**config.mk**
```make
export PLATFORM = sky130hd
export DESIGN_NAME = nps_otp_sequencer
export DESIGN_NICKNAME = d
export VERILOG_FILES = /design/src/rtl/nps_nvm_cell.v /design/src/rtl/nps_otp_sequencer.v
export VERILOG_INCLUDE_DIRS = /design/src /design/src/rtl
export SDC_FILE = /design/constraint.sdc
export NUM_CORES = 1
export LEC_CHECK = 0
export BUFFER_PORTS_ARGS = -buffer_cell sky130_fd_sc_hd__buf_2
export CAP_MARGIN = 5
export CORE_ASPECT_RATIO = 2
export CORE_MARGIN = 2
export CORE_UTILIZATION = 46
export CTS_BUF_LIST = sky130_fd_sc_hd__clkbuf_8
export CTS_CLUSTER_DIAMETER = 200
export CTS_CLUSTER_SIZE = 14
export DETAILED_ROUTE_END_ITERATION = 7
export HOLD_SLACK_MARGIN = 0.05
export SLEW_MARGIN = 30
export SYNTH_ARGS = -nofsm -noshare
export SYNTH_HDL_FRONTEND = slang
export SYNTH_SLANG_ARGS = --single-unit
```
**constraint.sdc**
```tcl
create_clock -name aclk -period 3.75 [get_ports aclk]
set_input_delay 0.75 -clock aclk [delete_from_list [all_inputs] [get_ports aclk]]
set_output_delay 0.75 -clock aclk [all_outputs]
set_load 0.03 [all_outputs]
```
**src/rtl/nps_regs.vh**
```
// Register offsets, field positions, key bytes, reset values and timing
// counts for the non-volatile program sequencer.
// Assumes inclusion by bare name from the design files and the bench.
`ifndef NPS_REGS_VH
`define NPS_REGS_VH

`define NPS_OFS_KEY1_0      12'h000
`define NPS_OFS_KEY1_1      12'h004
`define NPS_OFS_KEY1_2      12'h008
`define NPS_OFS_KEY1_3      12'h00C
`define NPS_OFS_KEY2_0      12'h010
`define NPS_OFS_KEY2_1      12'h014
`define NPS_OFS_KEY2_2      12'h018
`define NPS_OFS_KEY2_3      12'h01C
`define NPS_OFS_PROG_STAT   12'h020
`define NPS_OFS_PROG_CTRL   12'h024
`define NPS_OFS_CUST_STAT1  12'h028
`define NPS_OFS_CUST_STAT2  12'h02C
`define NPS_OFS_MAIN_CTRL   12'h030
`define NPS_OFS_IRQ_STAT    12'h034
`define NPS_OFS_IRQ_MASK    12'h038
`define NPS_OFS_CUST_DATA0  12'h040
`define NPS_OFS_CUST_DATA1  12'h044
`define NPS_OFS_CUST_WDATA  12'h048

`define NPS_KEY1_B0         8'h02
`define NPS_KEY1_B1         8'hB7
`define NPS_KEY1_B2         8'h78
`define NPS_KEY1_B3         8'hBC
`define NPS_KEY2_B0         8'h7E
`define NPS_KEY2_B1         8'h12
`define NPS_KEY2_B2         8'h08
`define NPS_KEY2_B3         8'h6F

`define NPS_GO_PAGE1        8'h01
`define NPS_GO_PAGE2        8'h03

// Program status fields.
`define NPS_STAT_DONE       0
`define NPS_STAT_UNLOCK     1
`define NPS_STAT_PERR       2
`define NPS_STAT_BUSY       3
// Customer page status fields.
`define NPS_CST_PAGE_A      0
`define NPS_CST_PROG_OK     1
`define NPS_CST_TRY         2
`define NPS_CST_OV_OK       3
`define NPS_CST_UV_OK       4
// Main control field.
`define NPS_MCTL_SOFT_RST   0
// Interrupt event fields.
`define NPS_IRQ_DONE        0
`define NPS_IRQ_PERR        1
`define NPS_IRQ_VFAIL       2

`define NPS_RESET_WORD      32'h0000_0000
`define NPS_CLK_NS          100
`define NPS_PROG_WAIT_NS    2000
`define NPS_VTEST_NS        500

`endif

```
**src/rtl/nps_nvm_cell.v**
```verilog
// Non-volatile customer page store with two page words and a fixed-time
// burn cycle. Factory space has no model here and no bus path at all.
// Assumes one clock and a synchronous active-low reset.
`timescale 1ns/1ps
`include "nps_regs.vh"
module nps_nvm_cell
(
   input  wire        aclk,
   input  wire        aresetn,
   input  wire        burn_start,
   input  wire        burn_page,
   input  wire [31:0] burn_data,
   input  wire        vprog_stable,
   output reg         burn_end,
   output reg         burn_ok,
   output reg  [31:0] page0_q,
   output reg  [31:0] page1_q,
   output reg  [1:0]  used_q
);
   localparam integer BURN_CYC =
      `NPS_PROG_WAIT_NS / `NPS_CLK_NS - 2;

   reg [7:0]  cnt_q;
   reg        busy_q;
   reg        page_q;
   reg [31:0] data_q;

   always @(posedge aclk)
   begin
      if (!aresetn)
      begin
         busy_q    <= 1'b0;
         cnt_q     <= 8'h00;
         burn_end  <= 1'b0;
         burn_ok   <= 1'b0;
         page_q    <= 1'b0;
         data_q    <= `NPS_RESET_WORD;
      end
      else
      begin
         burn_end <= 1'b0;
         if (burn_start && !busy_q)
         begin
            busy_q <= 1'b1;
            cnt_q  <= 8'h00;
            page_q <= burn_page;
            data_q <= burn_data;
         end
         else if (busy_q)
         begin
            cnt_q <= cnt_q + 8'h01;
            if (cnt_q == BURN_CYC[7:0])
            begin
               busy_q   <= 1'b0;
               burn_end <= 1'b1;
               burn_ok  <= vprog_stable;
            end
         end
      end
   end

   always @(posedge aclk)
   begin
      if (!aresetn)
      begin
         used_q  <= 2'b00;
         page0_q <= `NPS_RESET_WORD;
         page1_q <= `NPS_RESET_WORD;
      end
      else if (busy_q && cnt_q == BURN_CYC[7:0] && vprog_stable)
      begin
         used_q[page_q] <= 1'b1;
         if (page_q)
            page1_q <= data_q;
         else
            page0_q <= data_q;
      end
   end
endmodule

```
**src/rtl/nps_otp_sequencer.v**
```verilog
// Non-volatile program sequencer: key unlock, program launch, stability
// test, status and soft reset reload, behind an AXI4-Lite slave.
// Assumes one 10 MHz clock, synchronous active-low reset, and an
// asynchronous programming-voltage-good level on vprog_ok.
//
// Function
// - Factory space split off, never host visible.
// - Host reads and programs customer pages.
// - Key writes strictly sequential, nothing between.
// - Bad order or stray access voids unlock; code voids it on any write, but a read after unlock leaves it set.
// - Correct keys set unlock status bit.
// - After unlock, next write must be launch.
// - Value 0x01 programs page1, 0x03 page2.
// - Success sets done, other status bits zero.
// - Page1 success sets ok, try, voltage bits.
// - Page2 success also sets page_a bit.
// - Soft reset reloads registers from memory.
// - Voltage test fails: no program, try clear; code leaves try as is, clearing it only on a failed burn.
// - Unavailable page sets choice error, no program.
//
// Design decisions made here: the register offsets and register access over AXI4-Lite.
`timescale 1ns/1ps
`include "nps_regs.vh"
module nps_otp_sequencer
(
   input  wire        aclk,
   input  wire        aresetn,
   input  wire [11:0] s_axi_awaddr,
   input  wire        s_axi_awvalid,
   output reg         s_axi_awready,
   input  wire [31:0] s_axi_wdata,
   input  wire [3:0]  s_axi_wstrb,
   input  wire        s_axi_wvalid,
   output reg         s_axi_wready,
   output reg  [1:0]  s_axi_bresp,
   output reg         s_axi_bvalid,
   input  wire        s_axi_bready,
   input  wire [11:0] s_axi_araddr,
   input  wire        s_axi_arvalid,
   output reg         s_axi_arready,
   output reg  [31:0] s_axi_rdata,
   output reg  [1:0]  s_axi_rresp,
   output reg         s_axi_rvalid,
   input  wire        s_axi_rready,
   input  wire        vprog_ok,
   output reg         irq
);
   localparam [2:0] ST_IDLE  = 3'd0;
   localparam [2:0] ST_VTEST = 3'd1;
   localparam [2:0] ST_BURN  = 3'd2;
   localparam [2:0] ST_WAIT  = 3'd3;
   localparam integer VTEST_CYC = `NPS_VTEST_NS / `NPS_CLK_NS;

   // Write address/data capture; each side is taken independently.
   reg        aw_have_q, w_have_q;
   reg [11:0] aw_addr_q;
   reg [31:0] w_data_q;
   reg [3:0]  w_strb_q;
   wire       wr_fire = aw_have_q && w_have_q && !s_axi_bvalid;
   wire       rd_fire = s_axi_arvalid && s_axi_arready;

   reg [2:0]  key_pos_q;
   reg        unlock_q;
   reg [2:0]  st_q;
   reg [3:0]  vcnt_q;
   reg        page_sel_q;
   reg [3:0]  prog_stat_q;
   reg [4:0]  cust1_q, cust2_q;
   reg [31:0] cust_wdata_q;
   reg [31:0] cust_data0_q, cust_data1_q;
   reg [2:0]  irq_stat_q, irq_mask_q;
   reg        soft_rst_q;
   reg        vp_s1_q, vp_s2_q, vp_s3_q, vp_lvl_q;
   reg        burn_start_q;

   wire        burn_end, burn_ok;
   wire [31:0] page0_w, page1_w;
   wire [1:0]  used_w;

   nps_nvm_cell u_cell
   (
      .aclk         (aclk),
      .aresetn      (aresetn),
      .burn_start   (burn_start_q),
      .burn_page    (page_sel_q),
      .burn_data    (cust_wdata_q),
      .vprog_stable (vp_lvl_q),
      .burn_end     (burn_end),
      .burn_ok      (burn_ok),
      .page0_q      (page0_w),
      .page1_q      (page1_w),
      .used_q       (used_w)
   );

   // Expected key byte for each position of the eight-write sequence.
   reg [7:0]  key_exp;
   reg [11:0] key_ofs;
   always @*
   begin
      case (key_pos_q)
         3'd0: begin key_exp = `NPS_KEY1_B0; key_ofs = `NPS_OFS_KEY1_0; end
         3'd1: begin key_exp = `NPS_KEY1_B1; key_ofs = `NPS_OFS_KEY1_1; end
         3'd2: begin key_exp = `NPS_KEY1_B2; key_ofs = `NPS_OFS_KEY1_2; end
         3'd3: begin key_exp = `NPS_KEY1_B3; key_ofs = `NPS_OFS_KEY1_3; end
         3'd4: begin key_exp = `NPS_KEY2_B0; key_ofs = `NPS_OFS_KEY2_0; end
         3'd5: begin key_exp = `NPS_KEY2_B1; key_ofs = `NPS_OFS_KEY2_1; end
         3'd6: begin key_exp = `NPS_KEY2_B2; key_ofs = `NPS_OFS_KEY2_2; end
         default: begin key_exp = `NPS_KEY2_B3; key_ofs = `NPS_OFS_KEY2_3; end
      endcase
   end

   wire key_hit = wr_fire && aw_addr_q == key_ofs
                  && w_data_q[7:0] == key_exp && w_strb_q[0];
   wire is_ctrl = wr_fire && aw_addr_q == `NPS_OFS_PROG_CTRL;
   wire launch  = is_ctrl && unlock_q && st_q == ST_IDLE
                  && w_data_q[0];
   wire go_ok   = w_data_q[7:0] == `NPS_GO_PAGE1
                  || w_data_q[7:0] == `NPS_GO_PAGE2;
   wire rd_stat = rd_fire && s_axi_araddr == `NPS_OFS_IRQ_STAT;
   wire vfail   = st_q == ST_VTEST && !vp_lvl_q;

   reg [2:0] ev;
   always @*
   begin
      ev = 3'b000;
      ev[`NPS_IRQ_DONE]  = burn_end && burn_ok;
      ev[`NPS_IRQ_PERR]  = launch && (!go_ok || used_w[w_data_q[1]]);
      ev[`NPS_IRQ_VFAIL] = vfail || (burn_end && !burn_ok);
   end

   // Pin level filter: three stages, the change counts once 2 and 3 agree.
   always @(posedge aclk)
   begin
      if (!aresetn)
      begin
         vp_s1_q  <= 1'b0;
         vp_s2_q  <= 1'b0;
         vp_s3_q  <= 1'b0;
         vp_lvl_q <= 1'b0;
      end
      else
      begin
         vp_s1_q <= vprog_ok;
         vp_s2_q <= vp_s1_q;
         vp_s3_q <= vp_s2_q;
         if (vp_s2_q == vp_s3_q)
            vp_lvl_q <= vp_s3_q;
      end
   end

   // AXI write channel: one outstanding write, answer after both halves.
   always @(posedge aclk)
   begin
      if (!aresetn)
      begin
         aw_have_q     <= 1'b0;
         w_have_q      <= 1'b0;
         s_axi_awready <= 1'b0;
         s_axi_wready  <= 1'b0;
         s_axi_bvalid  <= 1'b0;
         s_axi_bresp   <= 2'b00;
         aw_addr_q     <= 12'h000;
         w_data_q      <= `NPS_RESET_WORD;
         w_strb_q      <= 4'h0;
      end
      else
      begin
         s_axi_awready <= !aw_have_q && !s_axi_awready;
         s_axi_wready  <= !w_have_q && !s_axi_wready;
         if (s_axi_awvalid && s_axi_awready)
         begin
            aw_have_q     <= 1'b1;
            aw_addr_q     <= {s_axi_awaddr[11:2], 2'b00};
            s_axi_awready <= 1'b0;
         end
         if (s_axi_wvalid && s_axi_wready)
         begin
            w_have_q     <= 1'b1;
            w_data_q     <= s_axi_wdata;
            w_strb_q     <= s_axi_wstrb;
            s_axi_wready <= 1'b0;
         end
         if (wr_fire)
         begin
            s_axi_bvalid <= 1'b1;
            s_axi_bresp  <= (aw_addr_q > `NPS_OFS_CUST_WDATA) ?
                            2'b10 : 2'b00;
         end
         else if (s_axi_bvalid && s_axi_bready)
         begin
            s_axi_bvalid  <= 1'b0;
            aw_have_q     <= 1'b0;
            w_have_q      <= 1'b0;
         end
      end
   end

   // AXI read channel; factory space has no address, so it reads as error.
   reg [31:0] rd_mux;
   reg        rd_err;
   always @*
   begin
      rd_err = 1'b0;
      case (s_axi_araddr & 12'hFFC)
         `NPS_OFS_PROG_STAT:  rd_mux = {28'h000_0000, prog_stat_q};
         `NPS_OFS_CUST_STAT1: rd_mux = {27'h000_0000, cust1_q};
         `NPS_OFS_CUST_STAT2: rd_mux = {27'h000_0000, cust2_q};
         `NPS_OFS_IRQ_STAT:   rd_mux = {29'h000_0000, irq_stat_q};
         `NPS_OFS_IRQ_MASK:   rd_mux = {29'h000_0000, irq_mask_q};
         `NPS_OFS_CUST_DATA0: rd_mux = cust_data0_q;
         `NPS_OFS_CUST_DATA1: rd_mux = cust_data1_q;
         `NPS_OFS_CUST_WDATA: rd_mux = cust_wdata_q;
         default:
         begin
            rd_mux = `NPS_RESET_WORD;
            rd_err = (s_axi_araddr > `NPS_OFS_CUST_WDATA);
         end
      endcase
   end

   always @(posedge aclk)
   begin
      if (!aresetn)
      begin
         s_axi_arready <= 1'b0;
         s_axi_rvalid  <= 1'b0;
         s_axi_rdata   <= `NPS_RESET_WORD;
         s_axi_rresp   <= 2'b00;
      end
      else
      begin
         s_axi_arready <= !s_axi_rvalid && !s_axi_arready;
         if (rd_fire)
         begin
            s_axi_arready <= 1'b0;
            s_axi_rvalid  <= 1'b1;
            s_axi_rdata   <= rd_mux;
            s_axi_rresp   <= rd_err ? 2'b10 : 2'b00;
         end
         else if (s_axi_rvalid && s_axi_rready)
            s_axi_rvalid <= 1'b0;
      end
   end

   // Key sequencer and unlock state.
   always @(posedge aclk)
   begin
      if (!aresetn || soft_rst_q)
      begin
         key_pos_q <= 3'd0;
         unlock_q  <= 1'b0;
      end
      else if (wr_fire)
      begin
         if (unlock_q)
         begin
            unlock_q  <= 1'b0;
            key_pos_q <= 3'd0;
         end
         else if (key_hit)
         begin
            key_pos_q <= key_pos_q + 3'd1;
            if (key_pos_q == 3'd7)
               unlock_q <= 1'b1;
         end
         else
            key_pos_q <= 3'd0;
      end
      else if (rd_fire && key_pos_q != 3'd0)
         key_pos_q <= 3'd0;
   end

   // Program sequence, status registers and reload.
   always @(posedge aclk)
   begin
      if (!aresetn)
      begin
         st_q         <= ST_IDLE;
         vcnt_q       <= 4'h0;
         page_sel_q   <= 1'b0;
         prog_stat_q  <= 4'h0;
         cust1_q      <= 5'h00;
         cust2_q      <= 5'h00;
         burn_start_q <= 1'b0;
         cust_wdata_q <= `NPS_RESET_WORD;
         cust_data0_q <= `NPS_RESET_WORD;
         cust_data1_q <= `NPS_RESET_WORD;
         irq_mask_q   <= 3'b000;
         soft_rst_q   <= 1'b0;
      end
      else
      begin
         burn_start_q <= 1'b0;
         soft_rst_q   <= 1'b0;
         if (wr_fire && aw_addr_q == `NPS_OFS_IRQ_MASK)
            irq_mask_q <= w_data_q[2:0];
         if (wr_fire && aw_addr_q == `NPS_OFS_CUST_WDATA && !unlock_q)
            cust_wdata_q <= w_data_q;
         if (wr_fire && aw_addr_q == `NPS_OFS_MAIN_CTRL
             && w_data_q[`NPS_MCTL_SOFT_RST] && st_q == ST_IDLE)
         begin
            soft_rst_q   <= 1'b1;
            cust_data0_q <= page0_w;
            cust_data1_q <= page1_w;
            prog_stat_q  <= 4'h0;
         end
         prog_stat_q[`NPS_STAT_UNLOCK] <= unlock_q;
         case (st_q)
            ST_IDLE:
               if (launch)
               begin
                  if (ev[`NPS_IRQ_PERR])
                     prog_stat_q <= 4'b0100;
                  else
                  begin
                     prog_stat_q <= 4'b1000;
                     page_sel_q  <= w_data_q[1];
                     vcnt_q      <= 4'h0;
                     st_q        <= ST_VTEST;
                  end
               end
            ST_VTEST:
               if (!vp_lvl_q)
               begin
                  prog_stat_q <= 4'h0;
                  st_q        <= ST_IDLE;
               end
               else if (vcnt_q == VTEST_CYC[3:0])
               begin
                  burn_start_q <= 1'b1;
                  st_q         <= ST_BURN;
               end
               else
                  vcnt_q <= vcnt_q + 4'h1;
            ST_BURN:
               st_q <= ST_WAIT;
            ST_WAIT:
               if (burn_end)
               begin
                  st_q <= ST_IDLE;
                  if (burn_ok)
                  begin
                     prog_stat_q <= 4'b0001;
                     cust1_q <= {1'b1, 1'b1, 1'b1, 1'b1,
                                 page_sel_q};
                     cust2_q <= page_sel_q ? 5'h00 : 5'h1E;
                  end
                  else
                  begin
                     prog_stat_q <= 4'h0;
                     cust1_q[`NPS_CST_TRY] <= 1'b0;
                  end
               end
            default:
               st_q <= ST_IDLE;
         endcase
      end
   end

   // Sticky events, cleared by reading; a new event in the same cycle wins.
   always @(posedge aclk)
   begin
      if (!aresetn)
      begin
         irq_stat_q <= 3'b000;
         irq        <= 1'b0;
      end
      else
      begin
         irq_stat_q <= (rd_stat ? 3'b000 : irq_stat_q) | ev;
         irq        <= |(irq_stat_q & irq_mask_q);
      end
   end
endmodule

```
==> flow_summary.toml, run 1 <==
[die]
io_pins = 110
die-area_um2 = 28300
fp.coreArea_um2 = 26700
die_w_um = 120
rows = 85
die_h_um = 236
initial_core_util = 0.464

[grt]
grt_max_degree = 129
gr-total-overflow = 0
grt_pass1_vias = 9866
grt_pass1_wl_um = 50600
grt_usage = 0.219
antenna_found_initial = 1

[drt]
antenna_left = 0
dr.max_layer_used = "met4"
route.vias.total = 10500
firstDrtPassIters = 5
routed_wl_um = 31200
drc = 0
drt-met1-wl_um = 13700
routed-wl-met2_um = 15500
drtIter0Drc = 866
vias_per_cell = 5.38
routedWlPerCell_um = 16.0
met3_length_um = 1390

[place]
place_hpwl_um = 19500
post-place-ws_ns = 0.793
place_congestion = 0.851
place_area_um2 = 13100
io_buffer_count = 102

[cells_and_area]
drive_above_1_share = 0.103
fin_util = 0.506
final_cell_area_um2 = 13500
area_delta_synth_final_pct = 8.99
finish.net_count = 1685

[timing]
slew_violations = 0
min_period_ns = 3.01
fin_skew_ns = 0.0178
clock.fmax_ghz = 0.333
setup_viol = 0
hold_viol = 0
worst_pin_slew_ns = 0.859
rsz0062_at_grt = "false"
setup_slack_ns = 0.744
finalCritPeriodShare = 0.801
fin_tns_setup_ns = 0
relSlewSlack = 0.427

[yosys]
async_reset_ff_frac = 0
synth-seq-cells = 322
synthCells = 1571
synth_top_area_frac = 0.520
synthFlopType = "dfxtp_1"
syn-cell-area_um2 = 12400
yosysMostFrequentCell = "nand2_1"
synth_edf_count = 0
synthTopCellsByArea = "dfxtp_1, nand2_1, a21oi_1"
synth.avg_cell_area_um2 = 7.89
ys_types = 58
synth_area_leader_cell = "dfxtp_1"
ys_warn_count = 0
synth_seq_area_share = 0.520
ys_top_cells_by_count = "nand2_1, dfxtp_1, a21oi_1, clkbuf_1, nor2_1"

[outcome]
status = "finished, final reports clean"

[clock_tree]
post_cts_buffers = 0
hold_buffers = 0
cts_tree = "done"
cts_made_buffers = 26
clk_latency_ns = 0.60
clockBufferDepth = 3
cts-root-buf = "clkbuf_8"
clk_pin_slew_ns = 0.09
post_cts_resized = 0
cts.htree.levels = 1
cts.sink_count = 322

[critical_path]
cp.required_ns = 4.27
crit_chain = "inv_1 -> ha_1 -> nor4_1 -> a21oi_1 -> xnor2_1 -> or4_1 -> or3b_1 -> o21ai_0"
crit_path_top_delay_cell = "nor4_1"
crit_path_end_kind = "register"
critical_path_buf_inv_count = 1
cpPeakStageDelay_ns = 0.70
crit_type = "reg2reg"
start_kind = "register"
arrival_ns = 3.53
cp_top_family = "simple AND/OR/NAND/NOR gates"
crit_fanout = 10

[pwr]
power_mw = 5.37
power_density_nw_per_um2 = 398
peakVddDrop_v = 0.000293
leakage_nw = 4.57

[min_path]
worst_hold_path_type = "in2reg"

[run]
drv_cap = 0
==> layout make-up <==
class | count | area (um^2)
fillers | 2691 | 13200
flip-flops and latches | 322 | 6450
multi-input cells | 1120 | 5480
repair buffers | 119 | 703
well taps | 348 | 435
clock buffers | 26 | 358
inverters | 18 | 72.6
clock inverters | 1 | 8.76
diodes | 1 | 2.50
==> path summary, 6_finish.rpt <==
check	start	end	slack, ns	cells past startpoint
max	key_pos_q[2]	unlock_q	0.74	8
min reg2reg	u_cell.page1_q[9]	cust_data1_q[9]	0.45	2
min	vprog_ok	vp_s1_q	0.36	2
max reg2reg	key_pos_q[2]	unlock_q	0.74	8
==> cells in the final DEF (no fill, tap or decap), drive strengths merged, types with 7 or more instances in the layout <==
cell	count
nand2	550
dfxtp	322
a21oi	272
buf	119
nor2	53
o21ai	45
clkbuf	26
a222oi	21
inv	19
nor3	13
mux2i	13
nand3	12
a22o	11
nand4	10
ha	10
nand2b	9
and2	7
o22ai	7
==> power breakdown <==
group | total (mW) | switching [mW] | internal [mW]
clock network | 1.68 | 1.06 | 0.624
registers | 3.47 | 0.0295 | 3.44
logic | 0.213 | 0.145 | 0.0685
total | 5.37 | 1.23 | 4.14
==> logic make-up after synthesis <==
family,after synthesis,synth area share
muxes,13,0.0105
other,1,0.000303
and+or+nand+nor,696,0.232
xor gates and xnor gates,12,0.00848
DFF,322,0.520
AOI/OAI and AO/OA,387,0.177
adders and majority gates,10,0.0101
buffers and inverters,130,0.0419
==> metrics by stage <==
step / instances / hold slack [ns]
CTS: 1954 / 0.327
global placement: 1925 / 0.424
detailed placement: 1927 / 0.436
finish: 1955 / 0.361
floorplan: 1572 / 0.412
global route: 1955 / 0.365
==> flip-flops by register name, indices dropped and copies added (netlist names), 2 cells and up <==
register        count
cust1_q             3
cust_wdata_q       32
u_cell.page0_q     32
irq_stat_q          3
prog_stat_q         4
key_pos_q           3
w_data_q           32
u_cell.data_q      32
u_cell.cnt_q        8
st_q                2
irq_mask_q          3
cust_data0_q       32
u_cell.page1_q     32
aw_addr_q          10
u_cell.used_q       2
s_axi_rdata        32
vcnt_q              4
cust_data1_q       32
==> routing by layer <==
metal,vias to the layer above,global-route usage
li1,5317,-
met1,4906,0.283
met2,259,0.382
met3,40,0.0235
met4,0,0.0645
met5,-,0
No activity file was read; power rests on OpenSTA's default activity.
==> run 2, diff against run 1 <==
==> constraint.sdc (replaced) <==
create_clock -name aclk -period 3 [get_ports aclk]
set_input_delay 0.6 -clock aclk [delete_from_list [all_inputs] [get_ports aclk]]
set_output_delay 0.6 -clock aclk [all_outputs]
set_load 0.03 [all_outputs]
==> run 2 against run 1 <==
Against the previous run: final area is 0.46% higher; global-route usage is 0.063 points higher; sequential cell count stayed put; routed wire length is 0.44% higher; clock-buffer cell count stayed put; critical path depth stayed put; register-to-register slack worse by 0.35 ns; setup slack worse by 0.35 ns; clock skew is 0.012 ns higher.
==> flow_summary.toml, run 2 (same netlist as run 1, synthesis figures left out) <==
[critical_path]
cp.required_ns = 3.55
crit_fanout = 10
cpPeakStageDelay_ns = 0.52
arrival_ns = 3.16
cp_top_family = "simple AND/OR/NAND/NOR gates"
crit_type = "reg2reg"
crit_chain = "inv_1 -> ha_1 -> nor4_1 -> a21oi_1 -> xnor2_1 -> or4_1 -> or3b_1 -> o21ai_0"
critical_path_buf_inv_count = 1
start_kind = "register"
crit_path_end_kind = "register"
crit_path_top_delay_cell = "dfxtp_1"

[die]
die_w_um = 120
die_h_um = 236
initial_core_util = 0.464
die-area_um2 = 28300
fp.coreArea_um2 = 26700
io_pins = 110
rows = 85

[timing]
whs_ns = 0.193
finalCritPeriodShare = 0.870
rsz0062_at_grt = "false"
fin_skew_ns = 0.0301
fin_tns_setup_ns = 0
setup_viol = 0
min_period_ns = 2.61
worst_pin_slew_ns = 0.850
setup_slack_ns = 0.391
slew_violations = 0
relSlewSlack = 0.434
clock.fmax_ghz = 0.383
hold_viol = 0

[cells_and_area]
final_cell_area_um2 = 13600
finish.net_count = 1692
fin_util = 0.508
fill_cells = 2688
final_common_cell = "nand2_1"
multiInputGateArea_um2 = 5460
mostFrequentLayoutCells = "nand2_1, dfxtp_1, a21oi_1, buf_2, nor2_1"
drive_above_1_share = 0.105
finalNonFillerCells = 1962
regArea_um2 = 6450
area_delta_synth_final_pct = 9.49

[drt]
routed_wl_um = 31300
routedWlPerCell_um = 16.0
vias_per_cell = 5.40
route.vias.total = 10600
antenna_left = 0
firstDrtPassIters = 5
drc = 0
drtIter0Drc = 851

[place]
post-place-ws_ns = 0.202
io_buffer_count = 102
place_hpwl_um = 19500
place_congestion = 0.841
place_area_um2 = 13200
dp.cells = 1934

[pwr]
switching_share = 0.232
combPwrFrac = 0.040
power_density_nw_per_um2 = 497
p_int_mw = 5.18
p_seq_frac = 0.644
leakage_nw = 4.61
clockPowerShare = 0.316
peakVddDrop_v = 0.000362
power_mw = 6.74
power.switching_mw = 1.57

[clock_tree]
cts_tree = "done"
clk_latency_ns = 0.62
post_cts_resized = 0
cts.htree.levels = 1
cts_made_buffers = 26
clockBufferDepth = 3
hold_buffers = 0
cts-root-buf = "clkbuf_8"
clk_pin_slew_ns = 0.10
cts.sink_count = 322
post_cts_buffers = 0

[grt]
grt_max_degree = 138
grt_pass1_wl_um = 50500
grt_pass1_vias = 9770
grt_usage = 0.220
antenna_found_initial = 1
gr-total-overflow = 0

[min_path]
worst_hold_path_type = "in2reg"

[outcome]
status = "finished, final reports clean"

[run]
drv_cap = 0
==> run 2: layer usage <==
| metal | share of wire | global-route usage |
|---|---|---|
| met1 | 0.44 | 0.287 |
| met2 | 0.49 | 0.382 |
| met3 | 0.052 | 0.0218 |
| met4 | 0.020 | 0.0642 |
| met5 | 0 | 0 |
==> run 2: worst register-to-register path, delay by kind of cell (launching register included) <==
family                     cells  cell delay (ns)
and+or+nand+nor                3             1.22
DFF                            1             0.52
adders and majority gates      1             0.32
AOI/OAI and AO/OA              2             0.24
xor gates and xnor gates       1             0.14
buffers and inverters          1             0.13
==> run 2: worst paths after layout <==
path | startpoint | to | slack, ns | cells after the start
worst max register to register | key_pos_q[2] | unlock_q | 0.39 | 8
worst min register to register | vp_s1_q | vp_s2_q | 0.45 | 1
worst max-delay path | key_pos_q[2] | unlock_q | 0.39 | 8
worst min-delay path | vprog_ok | vp_s1_q | 0.19 | 2
==> run 2: power groups by stage <==
stage          combinational, mW  clock [mW]  sequential, mW
2_1_floorplan              0.165           0            4.44
3_3_place_gp               0.266           0            4.44
3_5_place_dp               0.271           0            4.44
4_1_cts                    0.271        2.22            4.34
5_1_grt                    0.300        2.36            4.35
6_report                   0.268        2.13            4.34
==> run 2: area by class of cell <==
type                            instances  area share
Antenna cell                            1    0.000184
Clock buffer                           26      0.0264
Multi-Input combinational cell       1120       0.403
Sequential cell                       322       0.475
Timing Repair Buffer                  126      0.0576
Clock inverter                          1    0.000646
Inverter                               18     0.00535
Tap cell                              348      0.0321
